<file path="src/design/tcpio_pkg.sv">
// Constants and state types for the channel 4 pin control block
package tcpio_pkg;
  localparam int DATA_W = 16;
  localparam int ADDR_W = 8;
  localparam int IOCTL_W = 8;
  localparam int STAT_W = 2;
  localparam int SYNC_STAGES = 3;

  typedef logic [DATA_W-1:0] tcpio_word_t;
  typedef logic [ADDR_W-1:0] tcpio_addr_t;

  // Register byte offsets
  localparam tcpio_addr_t OFS_STANDBY = 8'h00;
  localparam tcpio_addr_t OFS_IOCTL = 8'h04;
  localparam tcpio_addr_t OFS_GRA = 8'h08;
  localparam tcpio_addr_t OFS_CNT = 8'h0C;
  localparam tcpio_addr_t OFS_RUN = 8'h10;
  localparam tcpio_addr_t OFS_STAT = 8'h14;
  localparam tcpio_addr_t OFS_MASK = 8'h18;

  // Pin control, standby and run field positions
  localparam int BIT_CAPSEL = 3;
  localparam int BIT_INIT = 2;
  localparam int BIT_ACT1 = 1;
  localparam int BIT_ACT0 = 0;
  localparam int BIT_STANDBY = 0;
  localparam int BIT_RUN = 0;

  // Status and mask bit positions
  localparam int ST_MATCH = 0;
  localparam int ST_CAPT = 1;

  // Reset values
  localparam logic RST_STANDBY = 1'b1;
  localparam logic RST_RUN = 1'b0;
  localparam logic [IOCTL_W-1:0] RST_IOCTL = 8'h00;
  localparam tcpio_word_t RST_GRA = 16'hFFFF;
  localparam tcpio_word_t RST_CNT = 16'h0000;
  localparam logic [STAT_W-1:0] RST_STAT = 2'h0;
  localparam logic [STAT_W-1:0] RST_MASK = 2'h0;
  localparam logic RST_PIN = 1'b0;
  localparam logic RST_OE = 1'b1;
  localparam tcpio_word_t WORD_ZERO = 16'h0000;

  // Compare actions, from the low two bits of the pin control field
  localparam logic [1:0] ACT_HOLD = 2'h0;
  localparam logic [1:0] ACT_LOW = 2'h1;
  localparam logic [1:0] ACT_HIGH = 2'h2;
  localparam logic [1:0] ACT_TOGGLE = 2'h3;

  typedef enum logic [1:0] {
    EDGE_RISE,
    EDGE_FALL,
    EDGE_BOTH
  } tcpio_edge_e;

  typedef struct packed {
    logic [SYNC_STAGES-1:0] stg;
    logic level;
  } tcpio_sync_s;

  typedef struct packed {
    tcpio_word_t count;
  } tcpio_cnt_s;

  typedef struct packed {
    logic standby;
    logic run;
    logic [IOCTL_W-1:0] ioctl;
    tcpio_word_t gra;
    logic [STAT_W-1:0] stat;
    logic [STAT_W-1:0] mask;
    logic pin;
    logic oe;
    logic irq;
    tcpio_word_t rdata;
  } tcpio_top_s;
endpackage : tcpio_pkg

</file>
<file path="src/design/tcpio_sync.sv">
// Three-stage pin synchroniser with agreement filter and edge pulses
`timescale 1ns/1ns
module tcpio_sync (
  // Clock and control
  input wire logic clk,
  input wire logic reset,
  input wire logic ce,
  // Raw pin
  input wire logic pin_raw,
  // Filtered level and edges
  output logic level,
  output logic rise,
  output logic fall
);
  import tcpio_pkg::*;

  tcpio_sync_s s_q;
  tcpio_sync_s s_d;
  logic agree;

  // Stage 0 is read only by stage 1
  assign agree = (s_q.stg[1] == s_q.stg[2]);

  always_comb begin
    s_d = s_q;
    s_d.stg = {s_q.stg[1:0], pin_raw};
    if (agree) begin
      s_d.level = s_q.stg[2];
    end
  end

  always_ff @(posedge clk) begin
    if (reset) begin
      s_q <= '0;
    end else if (ce) begin
      s_q <= s_d;
    end
  end

  assign level = s_q.level;
  assign rise = agree && s_q.stg[2] && !s_q.level;
  assign fall = agree && !s_q.stg[2] && s_q.level;
endmodule : tcpio_sync

</file>
<file path="src/design/tcpio_counter.sv">
// Channel 4 up counter with software load
`timescale 1ns/1ns
module tcpio_counter (
  // Clock and control
  input wire logic clk,
  input wire logic reset,
  input wire logic ce,
  input wire logic en,
  // Load port
  input wire logic ld,
  input wire tcpio_pkg::tcpio_word_t ld_val,
  // Count
  output tcpio_pkg::tcpio_word_t count
);
  import tcpio_pkg::*;

  tcpio_cnt_s s_q;
  tcpio_cnt_s s_d;

  // Load wins over counting
  always_comb begin
    s_d = s_q;
    if (ld) begin
      s_d.count = ld_val;
    end else if (en) begin
      s_d.count = s_q.count + 16'h0001;
    end
  end

  always_ff @(posedge clk) begin
    if (reset) begin
      s_q.count <= RST_CNT;
    end else if (ce) begin
      s_q <= s_d;
    end
  end

  assign count = s_q.count;
endmodule : tcpio_counter

</file>
<file path="src/design/tcpio_top.sv">
// Channel 4 general register A: compare output and input capture on pin A
//
// Chosen here: the address map and the address-and-strobe port.
`timescale 1ns/1ns
module tcpio_top (
  // Clock, reset, enable
  input wire logic REF_CLK,
  input wire logic RESET,
  input wire logic CE,
  // Register port
  input wire tcpio_pkg::tcpio_addr_t ADDR,
  input wire tcpio_pkg::tcpio_word_t WR_DATA,
  input wire logic WR_STB,
  input wire logic RD_STB,
  output tcpio_pkg::tcpio_word_t RD_DATA,
  // Timer pin A
  input wire logic PIN_IN,
  output logic PIN_OUT,
  output logic PIN_OE,
  // Interrupt
  output logic IRQ
);
  import tcpio_pkg::*;

  tcpio_top_s s_q;
  tcpio_top_s s_d;
  tcpio_word_t cnt;
  logic pin_rise;
  logic pin_fall;
  logic acc_ok;
  logic running;
  logic capmode;
  logic io_wr;
  logic gra_wr;
  logic cnt_ld;
  logic cmp_hit;
  logic cap_evt;
  logic [1:0] act;
  tcpio_edge_e edge_sel;
  logic [STAT_W-1:0] st_set;
  logic [STAT_W-1:0] st_clr;

  tcpio_sync u_sync (
    .clk(REF_CLK),
    .reset(RESET),
    .ce(CE),
    .pin_raw(PIN_IN),
    .level(),
    .rise(pin_rise),
    .fall(pin_fall)
  );

  tcpio_counter u_cnt (
    .clk(REF_CLK),
    .reset(RESET),
    .ce(CE),
    .en(running),
    .ld(cnt_ld),
    .ld_val(WR_DATA),
    .count(cnt)
  );

  assign acc_ok = !s_q.standby;
  assign running = acc_ok && s_q.run;
  assign capmode = s_q.ioctl[BIT_CAPSEL];
  assign act = s_q.ioctl[BIT_ACT1:BIT_ACT0];
  assign io_wr = WR_STB && acc_ok && (ADDR == OFS_IOCTL);
  assign gra_wr = WR_STB && acc_ok && (ADDR == OFS_GRA);
  assign cnt_ld = WR_STB && acc_ok && (ADDR == OFS_CNT);

  assign cmp_hit = running && !capmode && (cnt == s_q.gra);

  // Edge select, bits 2 and 0 ignored when bit 1 set
  always_comb begin
    edge_sel = EDGE_RISE;
    if (s_q.ioctl[BIT_ACT1]) begin
      edge_sel = EDGE_BOTH;
    end else if (s_q.ioctl[BIT_ACT0]) begin
      edge_sel = EDGE_FALL;
    end
  end

  always_comb begin
    cap_evt = 1'b0;
    if (acc_ok && capmode) begin
      case (edge_sel)
        EDGE_RISE: cap_evt = pin_rise;
        EDGE_FALL: cap_evt = pin_fall;
        default: cap_evt = pin_rise || pin_fall;
      endcase
    end
  end

  always_comb begin
    st_set = '0;
    st_set[ST_MATCH] = cmp_hit;
    st_set[ST_CAPT] = cap_evt;
    st_clr = '0;
    if (RD_STB && acc_ok && (ADDR == OFS_STAT)) begin
      st_clr = '1;
    end
  end

  always_comb begin
    s_d = s_q;
    s_d.rdata = WORD_ZERO;
    // Standby bit stays reachable so software can leave standby
    if (WR_STB) begin
      if (ADDR == OFS_STANDBY) begin
        s_d.standby = WR_DATA[BIT_STANDBY];
      end else if (!acc_ok) begin
        s_d.standby = s_q.standby;
      end else if (ADDR == OFS_IOCTL) begin
        s_d.ioctl = WR_DATA[IOCTL_W-1:0];
      end else if (ADDR == OFS_GRA) begin
        s_d.gra = WR_DATA;
      end else if (ADDR == OFS_RUN) begin
        s_d.run = WR_DATA[BIT_RUN];
      end else if (ADDR == OFS_MASK) begin
        s_d.mask = WR_DATA[STAT_W-1:0];
      end
    end
    if (RD_STB) begin
      if (ADDR == OFS_STANDBY) begin
        s_d.rdata[BIT_STANDBY] = s_q.standby;
      end else if (!acc_ok) begin
        s_d.rdata = WORD_ZERO;
      end else if (ADDR == OFS_IOCTL) begin
        s_d.rdata[IOCTL_W-1:0] = s_q.ioctl;
      end else if (ADDR == OFS_GRA) begin
        s_d.rdata = s_q.gra;
      end else if (ADDR == OFS_CNT) begin
        s_d.rdata = cnt;
      end else if (ADDR == OFS_RUN) begin
        s_d.rdata[BIT_RUN] = s_q.run;
      end else if (ADDR == OFS_STAT) begin
        s_d.rdata[STAT_W-1:0] = s_q.stat;
      end else if (ADDR == OFS_MASK) begin
        s_d.rdata[STAT_W-1:0] = s_q.mask;
      end
    end
    // Capture beats a software write to the same register
    if (cap_evt) begin
      s_d.gra = cnt;
    end
    // Set wins over read-clear
    s_d.stat = (s_q.stat & ~st_clr) | st_set;
    s_d.irq = |(s_d.stat & s_d.mask);
    s_d.oe = !s_d.ioctl[BIT_CAPSEL];
    // initial level on write; codes 0 and 4 keep the level
    if (io_wr) begin
      if (!WR_DATA[BIT_CAPSEL] && (WR_DATA[BIT_ACT1:BIT_ACT0] != ACT_HOLD)) begin
        s_d.pin = WR_DATA[BIT_INIT];
      end
    end else if (cmp_hit) begin
      case (act)
        ACT_LOW: s_d.pin = 1'b0;
        ACT_HIGH: s_d.pin = 1'b1;
        ACT_TOGGLE: s_d.pin = !s_q.pin;
        default: s_d.pin = s_q.pin;
      endcase
    end
  end

  // reset values, standby set and pin low
  always_ff @(posedge REF_CLK) begin
    if (RESET) begin
      s_q.standby <= RST_STANDBY;
      s_q.run <= RST_RUN;
      s_q.ioctl <= RST_IOCTL;
      s_q.gra <= RST_GRA;
      s_q.stat <= RST_STAT;
      s_q.mask <= RST_MASK;
      s_q.pin <= RST_PIN;
      s_q.oe <= RST_OE;
      s_q.irq <= 1'b0;
      s_q.rdata <= WORD_ZERO;
    end else if (CE) begin
      s_q <= s_d;
    end
  end

  assign RD_DATA = s_q.rdata;
  assign PIN_OUT = s_q.pin;
  assign PIN_OE = s_q.oe;
  assign IRQ = s_q.irq;

  // Checks
  logic io_wr_lo;
  logic io_wr_hi;
  assign io_wr_lo = io_wr && !WR_DATA[BIT_CAPSEL] && !WR_DATA[BIT_INIT]
                    && (WR_DATA[BIT_ACT1:BIT_ACT0] != ACT_HOLD);
  assign io_wr_hi = io_wr && !WR_DATA[BIT_CAPSEL] && WR_DATA[BIT_INIT]
                    && (WR_DATA[BIT_ACT1:BIT_ACT0] != ACT_HOLD);

  a_init_low: assert property (@(posedge REF_CLK) disable iff (RESET)
    CE && io_wr_lo |=> !PIN_OUT && PIN_OE)
    else $error("pin not low after low-start code");

  a_init_high: assert property (@(posedge REF_CLK) disable iff (RESET)
    CE && io_wr_hi |=> PIN_OUT && PIN_OE)
    else $error("pin not high after high-start code");

  a_match_drive: assert property (@(posedge REF_CLK) disable iff (RESET)
    CE && cmp_hit && !io_wr && (act == ACT_HIGH || act == ACT_LOW)
    |=> PIN_OUT == ($past(act) == ACT_HIGH))
    else $error("pin level wrong after compare match");

  a_toggle_match: assert property (@(posedge REF_CLK) disable iff (RESET)
    CE && cmp_hit && !io_wr && (act == ACT_TOGGLE) |=> PIN_OUT != $past(PIN_OUT))
    else $error("toggle did not invert pin");

  a_hold_match: assert property (@(posedge REF_CLK) disable iff (RESET)
    CE && cmp_hit && !io_wr && (act == ACT_HOLD) |=> $stable(PIN_OUT))
    else $error("pin moved on hold code");

  a_reset_pin: assert property (@(posedge REF_CLK)
    RESET |=> !PIN_OUT && PIN_OE && !IRQ)
    else $error("pin not low after reset");

  a_cap_rise: assert property (@(posedge REF_CLK) disable iff (RESET)
    CE && acc_ok && capmode && !s_q.ioctl[BIT_ACT1] && !s_q.ioctl[BIT_ACT0] && pin_rise
    |=> s_q.gra == $past(cnt) && s_q.stat[ST_CAPT])
    else $error("rising edge capture missed");

  a_cap_fall: assert property (@(posedge REF_CLK) disable iff (RESET)
    CE && acc_ok && capmode && !s_q.ioctl[BIT_ACT1] && s_q.ioctl[BIT_ACT0] && pin_fall
    |=> s_q.gra == $past(cnt))
    else $error("falling edge capture missed");

  a_cap_both: assert property (@(posedge REF_CLK) disable iff (RESET)
    CE && acc_ok && capmode && s_q.ioctl[BIT_ACT1] && (pin_rise || pin_fall)
    |=> s_q.gra == $past(cnt))
    else $error("both edge capture missed");

  a_no_cap_rise: assert property (@(posedge REF_CLK) disable iff (RESET)
    CE && capmode && !s_q.ioctl[BIT_ACT1] && s_q.ioctl[BIT_ACT0] && !pin_fall && !gra_wr
    |=> $stable(s_q.gra))
    else $error("capture on wrong edge");

  a_standby_reset: assert property (@(posedge REF_CLK)
    RESET ##1 !RESET |-> s_q.standby && !running)
    else $error("module not in standby after reset");

  a_standby_halt: assert property (@(posedge REF_CLK) disable iff (RESET)
    s_q.standby && !cnt_ld |=> $stable(cnt))
    else $error("counter moved in standby");

  a_standby_read: assert property (@(posedge REF_CLK) disable iff (RESET)
    CE && RD_STB && s_q.standby && (ADDR != OFS_STANDBY) |=> RD_DATA == WORD_ZERO)
    else $error("read answered in standby");

  a_standby_write: assert property (@(posedge REF_CLK) disable iff (RESET)
    s_q.standby && !cap_evt |=> $stable(s_q.gra) && $stable(s_q.ioctl))
    else $error("write taken in standby");

  a_match_flag: assert property (@(posedge REF_CLK) disable iff (RESET)
    CE && running && !capmode && (cnt == s_q.gra) |=> s_q.stat[ST_MATCH])
    else $error("match flag not set");

  a_irq_level: assert property (@(posedge REF_CLK) disable iff (RESET)
    IRQ == |(s_q.stat & s_q.mask))
    else $error("interrupt disagrees with status");

  a_init_hold: assert property (@(posedge REF_CLK) disable iff (RESET)
    CE && io_wr && !WR_DATA[BIT_CAPSEL] && (WR_DATA[BIT_ACT1:BIT_ACT0] == ACT_HOLD)
    |=> $stable(PIN_OUT))
    else $error("pin moved on hold code write");

  a_oe_compare: assert property (@(posedge REF_CLK) disable iff (RESET)
    CE && io_wr && !WR_DATA[BIT_CAPSEL] |=> PIN_OE)
    else $error("pin not driven in compare mode");

  a_oe_capture: assert property (@(posedge REF_CLK) disable iff (RESET)
    CE && io_wr && WR_DATA[BIT_CAPSEL] |=> !PIN_OE)
    else $error("pin still driven in capture mode");

  a_cap_pin_hold: assert property (@(posedge REF_CLK) disable iff (RESET)
    CE && capmode && !io_wr |=> $stable(PIN_OUT))
    else $error("pin moved in capture mode");

  a_no_cap_fall: assert property (@(posedge REF_CLK) disable iff (RESET)
    CE && capmode && !s_q.ioctl[BIT_ACT1] && !s_q.ioctl[BIT_ACT0] && !pin_rise && !gra_wr
    |=> $stable(s_q.gra))
    else $error("rising edge mode captured on wrong edge");

  a_count_step: assert property (@(posedge REF_CLK) disable iff (RESET)
    CE && running && !cnt_ld |=> cnt == $past(cnt) + 16'h0001)
    else $error("counter did not step while running");

  a_count_load: assert property (@(posedge REF_CLK) disable iff (RESET)
    CE && cnt_ld |=> cnt == $past(WR_DATA))
    else $error("counter load lost");

  a_count_halt: assert property (@(posedge REF_CLK) disable iff (RESET)
    CE && !running && !cnt_ld |=> $stable(cnt))
    else $error("counter moved while halted");

  a_standby_idle: assert property (@(posedge REF_CLK) disable iff (RESET)
    s_q.standby |-> !cmp_hit && !cap_evt && !io_wr && !gra_wr && !cnt_ld)
    else $error("event or access taken in standby");

  a_stat_read: assert property (@(posedge REF_CLK) disable iff (RESET)
    CE && RD_STB && acc_ok && (ADDR == OFS_STAT) |=> RD_DATA[STAT_W-1:0] == $past(s_q.stat))
    else $error("status read returned wrong bits");

  a_stat_clear: assert property (@(posedge REF_CLK) disable iff (RESET)
    CE && st_clr[ST_MATCH] && !cmp_hit && !cap_evt |=> s_q.stat == RST_STAT)
    else $error("status not cleared by read");

  a_rd_idle: assert property (@(posedge REF_CLK) disable iff (RESET)
    CE && !RD_STB |=> RD_DATA == WORD_ZERO)
    else $error("read data outside read cycle");

  c_toggle: cover property (@(posedge REF_CLK) disable iff (RESET)
    CE && cmp_hit && (act == ACT_TOGGLE));
  c_cap_rise: cover property (@(posedge REF_CLK) disable iff (RESET)
    CE && cap_evt && (edge_sel == EDGE_RISE));
  c_cap_both: cover property (@(posedge REF_CLK) disable iff (RESET)
    CE && cap_evt && (edge_sel == EDGE_BOTH));
  c_cap_fall: cover property (@(posedge REF_CLK) disable iff (RESET)
    CE && cap_evt && (edge_sel == EDGE_FALL));
  c_irq: cover property (@(posedge REF_CLK) disable iff (RESET) $rose(IRQ));
endmodule : tcpio_top

</file>
<file path="config.mk">
export PLATFORM = sky130hd
export DESIGN_NAME = tcpio_top
export DESIGN_NICKNAME = d
export VERILOG_FILES = /design/src/design/tcpio_pkg.sv /design/src/design/tcpio_sync.sv /design/src/design/tcpio_counter.sv /design/src/design/tcpio_top.sv
export SDC_FILE = /design/constraint.sdc
export NUM_CORES = 1
export LEC_CHECK = 0
export BUFFER_PORTS_ARGS = -buffer_cell sky130_fd_sc_hd__clkbuf_2
export CAP_MARGIN = 20
export CORE_MARGIN = 10
export CORE_UTILIZATION = 60
export DETAILED_ROUTE_END_ITERATION = 8
export PLACE_DENSITY = 0.9
export SLEW_MARGIN = 20
export SYNTH_ARGS = -nofsm -noshare
export SYNTH_HDL_FRONTEND = slang
export SYNTH_SLANG_ARGS = --single-unit
</file>
<file path="constraint.sdc">
create_clock -name REF_CLK -period 3.9 [get_ports REF_CLK]
set_input_delay 0.585 -clock REF_CLK [delete_from_list [all_inputs] [get_ports REF_CLK]]
set_output_delay 0.585 -clock REF_CLK [all_outputs]
set_load 0.1 [all_outputs]
</file>
# Word level (Yosys, flattened, before mapping)
# Index checks and enable logic that the tools add are counted.
# op_classes
add_sub_neg	1
n_eq_ne	16
mux	38
bitwise	8
n_reduce_logical	38
# ops
operator	n
2-to-1 mux 16 bit	8
2-to-1 mux 20 bit	3
== test 8 x 5 -> 1 bit, second input constant	3
2-to-1 mux 2 bit	12
adder 16 x 1 -> 16 bit, second input constant	1
== test 16 bit	1
== test 8 x 4 -> 1 bit, second input constant	2
2-to-1 mux 8 bit	2
2-to-1 mux 15 bit	1
logical AND 1 bit	14
2-to-1 mux 14 bit	1
nonzero test 2 bit	5
== test 8 x 3 -> 1 bit, second input constant	1
zero test 8 bit	1
2-to-1 mux 1 bit	8
zero test 1 bit	7
AND reduction 7 bit	1
AND reduction 6 bit	1
AND reduction 5 bit	1
AND 2 bit	2
== test 2 x 1 -> 1 bit, second input constant	2
== test 2 bit, second input constant	2
2-to-1 mux 4 bit	1
inequality test 2 x 1 -> 1 bit, second input constant	2
14 further kinds	19
# totals
regBits	69
inputBits	30
out_inout_bits	19
word_cells	115

# Longest topological paths before layout
# logic_depth
word_depth	10
depth_mapped	9
depth_no_buf	7

# Modules after synthesis
# From an unflattened synthesis, not the netlist that was laid out.
# unflattened
cells_unflattened	482
area_unflattened_um2	4096.4
# modules_own_cells
module	n_inst	cells_each	area_per_inst_um2	seq_area_each_um2
tcpio_top	1	331	2847.7	980.9
tcpio_counter	1	131	1047.3	320.3
tcpio_sync	1	20	201.4	80.1

# Worst setup path before layout
# Ideal clock, no wire load.
# synth_path
path_kind	in2reg
startpoint	input port ADDR[1]
endpoint	register s_q (netlist bit IRQ)
arrival_ns	2.149
required_time_ns	3.771
setup_slack_ns	1.622
cell_stages	5
cell_sequence	or4_4 or4_4 mux2_4 o211ai_2 o211ai_1
# synth_via
elab_chain_len	10
# synth_lines
element	line_no	source
start, declared	tcpio_top.sv:11	input wire tcpio_pkg::tcpio_addr_t ADDR,
== test 8 x 5 -> 1 bit	tcpio_top.sv:119	end else if (ADDR == OFS_MASK) begin
2-to-1 mux 2 bit	tcpio_top.sv:119	
2-to-1 mux 2 bit	tcpio_top.sv:117	end else if (ADDR == OFS_RUN) begin
2-to-1 mux 2 bit	tcpio_top.sv:115	end else if (ADDR == OFS_GRA) begin
2-to-1 mux 2 bit	tcpio_top.sv:113	end else if (ADDR == OFS_IOCTL) begin
2-to-1 mux 2 bit	tcpio_top.sv:111	end else if (!acc_ok) begin
2-to-1 mux 2 bit	tcpio_top.sv:109	if (ADDR == OFS_STANDBY) begin
2-to-1 mux 2 bit	tcpio_top.sv:108	if (WR_STB) begin
AND 2 bit *	tcpio_top.sv:148	s_d.irq = |(s_d.stat & s_d.mask);
OR reduction 2 bit *	tcpio_top.sv:148	
end, declared	tcpio_top.sv:25	tcpio_top_s s_q;
# Mark *: on every way between the ends. The rest lies on a longest branch, timed or not.
# A chain may end at the register's enable or synchronous reset.

# Worst setup path after layout
# layout_path
startpoint	register s_q (netlist bit act[1])
endpoint	register s_q[25] in the netlist's numbering
# layout_via
elab_chain_len	6
# layout_lines
element	line_no	source
2-to-1 mux 2 bit *	tcpio_top.sv:76	if (s_q.ioctl[BIT_ACT1]) begin
== test 2 x 1 -> 1 bit or zero test 2 bit (tied branches)	tcpio_top.sv:86	case (edge_sel)
case mux 1 bit (2 select lines) *	tcpio_top.sv:86	
2-to-1 mux 1 bit *	tcpio_top.sv:85	if (acc_ok && capmode) begin
inequality test 2 bit (no line), or another cell as far along	n/a	
AND reduction 6 bit (no line)	n/a	
# Marked as above.

==> impl_metrics.env <==
export IMPL_outcome="complete, no violations"
export IMPL_post_cts_setup_buffers=0
export IMPL_hold_slack_ns=0.476
export IMPL_nNetsFinal=557
export IMPL_crit_chain="inv_1, ha_1, a211o_1, a21o_1, a21boi_2, a32oi_1"
export IMPL_grt_overflow_total=0
export IMPL_vias=3995
export IMPL_cts_root_buffer="clkbuf_8"
export IMPL_crit_path_top_delay_cell="a21boi_2"
export IMPL_ys_ff_latch=69
export IMPL_fp_coreArea_um2=6760
export IMPL_cp_top_family="compound AO/OA/AOI/OAI gates"
export IMPL_h_tree_depth=3
export IMPL_synth_area_leader_cell="dfxtp_1"
export IMPL_totalWireLength_um=11800
export IMPL_final_layout_size_suffix_gt1_frac=0.198
export IMPL_worstMarginPinSlew_ns=0.980
export IMPL_setup_tns_final_ns=0
export IMPL_drtPass1Iterations=5
export IMPL_synth_edf_count=0
export IMPL_worstPathArrival_ns=2.81
export IMPL_setup_viol=0
export IMPL_cp_num_buf_inv=1
export IMPL_yosys_top_cells_count="dfxtp_1, nor2_1, nand2_1"
export IMPL_yosys_cell_types_count=62
export IMPL_synth_flop_cell="dfxtp_1"
export IMPL_cts_made_buffers=9
export IMPL_synth_area_um2=4160
export IMPL_crit_path_end_kind="flip-flop"
export IMPL_syn_nets=548
export IMPL_synth_area_leaders="dfxtp_1, nor2_1, mux2_2"
export IMPL_synth_async_reset_ratio=0
export IMPL_ys_seq_area_frac=0.332
export IMPL_p_total_mw=1.53
export IMPL_rsz0062_at_grt="no"
export IMPL_hold_viol=0
export IMPL_syn_to_final_growth_pct=8.76
export IMPL_ios=49
export IMPL_cp_start_kind="flip-flop"
export IMPL_vdd_drop_max_uv=233
export IMPL_avgSynthCellArea_um2=8.13
export IMPL_drc=0
export IMPL_final_area_um2=4520
export IMPL_diodes=0
export IMPL_place_area_um2=4270
export IMPL_min_path_type="in -> reg"
export IMPL_ant_nets=0
export IMPL_hpwl_um=8190
export IMPL_grt_pass1_vias=3929
export IMPL_finalMaxSlewViolations=0
export IMPL_fin_worst_skew_ns=0.00971
export IMPL_fillers=554
export IMPL_drtIter0Drc=449
export IMPL_grtUsageTotal=0.228
export IMPL_gp_congestion=0.917
export IMPL_total_leakage_power_nw=1.68
export IMPL_slew_limit_headroom=0.347
export IMPL_dp_cells=589
export IMPL_crit_fanout=18
export IMPL_cts_resized=0
export IMPL_cts_max_path_buffers=2
export IMPL_viasPerCell=6.60
export IMPL_wl_per_cell_um=19.6
export IMPL_path_class="reg -> reg"
export IMPL_yosysMostFrequentCell="dfxtp_1"
export IMPL_period_share=0.672
export IMPL_syn_inst=511
export IMPL_netlist_area_leader_share=0.332
export IMPL_row_count=30
export IMPL_antenna_found_initial=0
export IMPL_clk_pin_slew_ns=0.08
export IMPL_crit_required_ns=4.09
export IMPL_fin_crit_ns=2.62
export IMPL_clock_fmax_mhz=382
export IMPL_clkLatencyLatePin_ns=0.36
export IMPL_start_util=0.615
export IMPL_cellPowerDensity_nw_per_um2=338
export IMPL_grt_start_max_net_pins=57
export IMPL_cpPeakStageDelay_ns=0.81
export IMPL_yosys_warnings=0
export IMPL_cts_tree="done"
export IMPL_die_x_um=103
export IMPL_grt_pass1_wl_um=19100
export IMPL_cts_hold_buffers=0
export IMPL_final_cells=605
export IMPL_cap_violations=0
export IMPL_cts_sink_count=69
export IMPL_dieHeight_um=103
export IMPL_die_area_um2=10700
export IMPL_io_buffers=48
[through the flow]
step | setup slack [ns] | utilization
global placement | 1.29 | 0.632
finish | 1.28 | 0.669
floorplan | 1.62 | -
CTS | 1.33 | 0.669
global route | 1.12 | 0.669
detailed placement | 1.16 | 0.632
[logic make-up after synthesis]
kind of cell	after synthesis	synth area share
and+or+nand+nor	194	0.244
AOI/OAI and AO/OA	117	0.194
buffers and inverters	73	0.0837
DFF	69	0.332
muxes	35	0.0915
xor gates and xnor gates	16	0.0337
adders and majority gates	7	0.0211
[power by group]
group / leakage (nW) / switching [mW] / total [mW] / internal [mW]
Sequential: 0.557 / 0.00148 / 0.708 / 0.706
Clock: 0.127 / 0.286 / 0.728 / 0.442
Combinational: 0.999 / 0.0613 / 0.0936 / 0.0323
Total: 1.68 / 0.349 / 1.53 / 1.18
[tightest hold or removal path, delay by kind of cell]
family / cells / cell delay, ns
buf+inv: 1 / 0.07
mux: 1 / 0.06
simple gates: 1 / 0.08
[layout make-up]
class / count / area [um^2] / area share
multi-input combinational: 369 / 2430 / 0.539
sequential: 69 / 1380 / 0.306
clock inverter: 6 / 109 / 0.0241
timing repair buffer: 56 / 300 / 0.0664
clock buffer: 10 / 138 / 0.0305
tap: 80 / 100 / 0.0221
inverter: 15 / 56.3 / 0.0125
[metal layers]
layer / vias to the layer above / track usage / share of wire
met5: - / 0 / 0
met4: 0 / 0.149 / 0.041
met3: 41 / 0.0518 / 0.079
met2: 199 / 0.372 / 0.48
met1: 1904 / 0.264 / 0.40
li1: 1851 / - / -
[flip-flops by register name, summed over array words and instances (netlist names)]
register and flops:
act 2, capmode 1, PIN_OUT 1, RD_DATA 16, IRQ 1, u_cnt.count 16
u_sync.s_d 2, u_sync.s_q 1, PIN_OE 1, s_q 27, u_sync.level 1
[worst paths after layout]
kind / from / endpoint / slack, ns / depth (start not counted)
max: act[1] / s_q[25] / 1.28 / 6
min: PIN_IN / u_sync.s_d[2] / 0.48 / 3
max reg2reg: act[1] / s_q[25] / 1.28 / 6
min reg2reg: RD_DATA[1] / RD_DATA[1] / 0.48 / 2
[layout by cell type (no fill, tap or decap), drive strengths merged, types with 14 or more instances in the layout]
cell,synthesis,layout
mux2,21,21
a32oi,16,16
o21ai,24,24
nor2,62,62
clkbuf,32,58
inv,14,15
a21oi,23,23
nand2,35,35
mux2i,14,14
a22oi,17,17
dfxtp,69,69
nand3,28,28
Power figures use the tool's default switching activity.
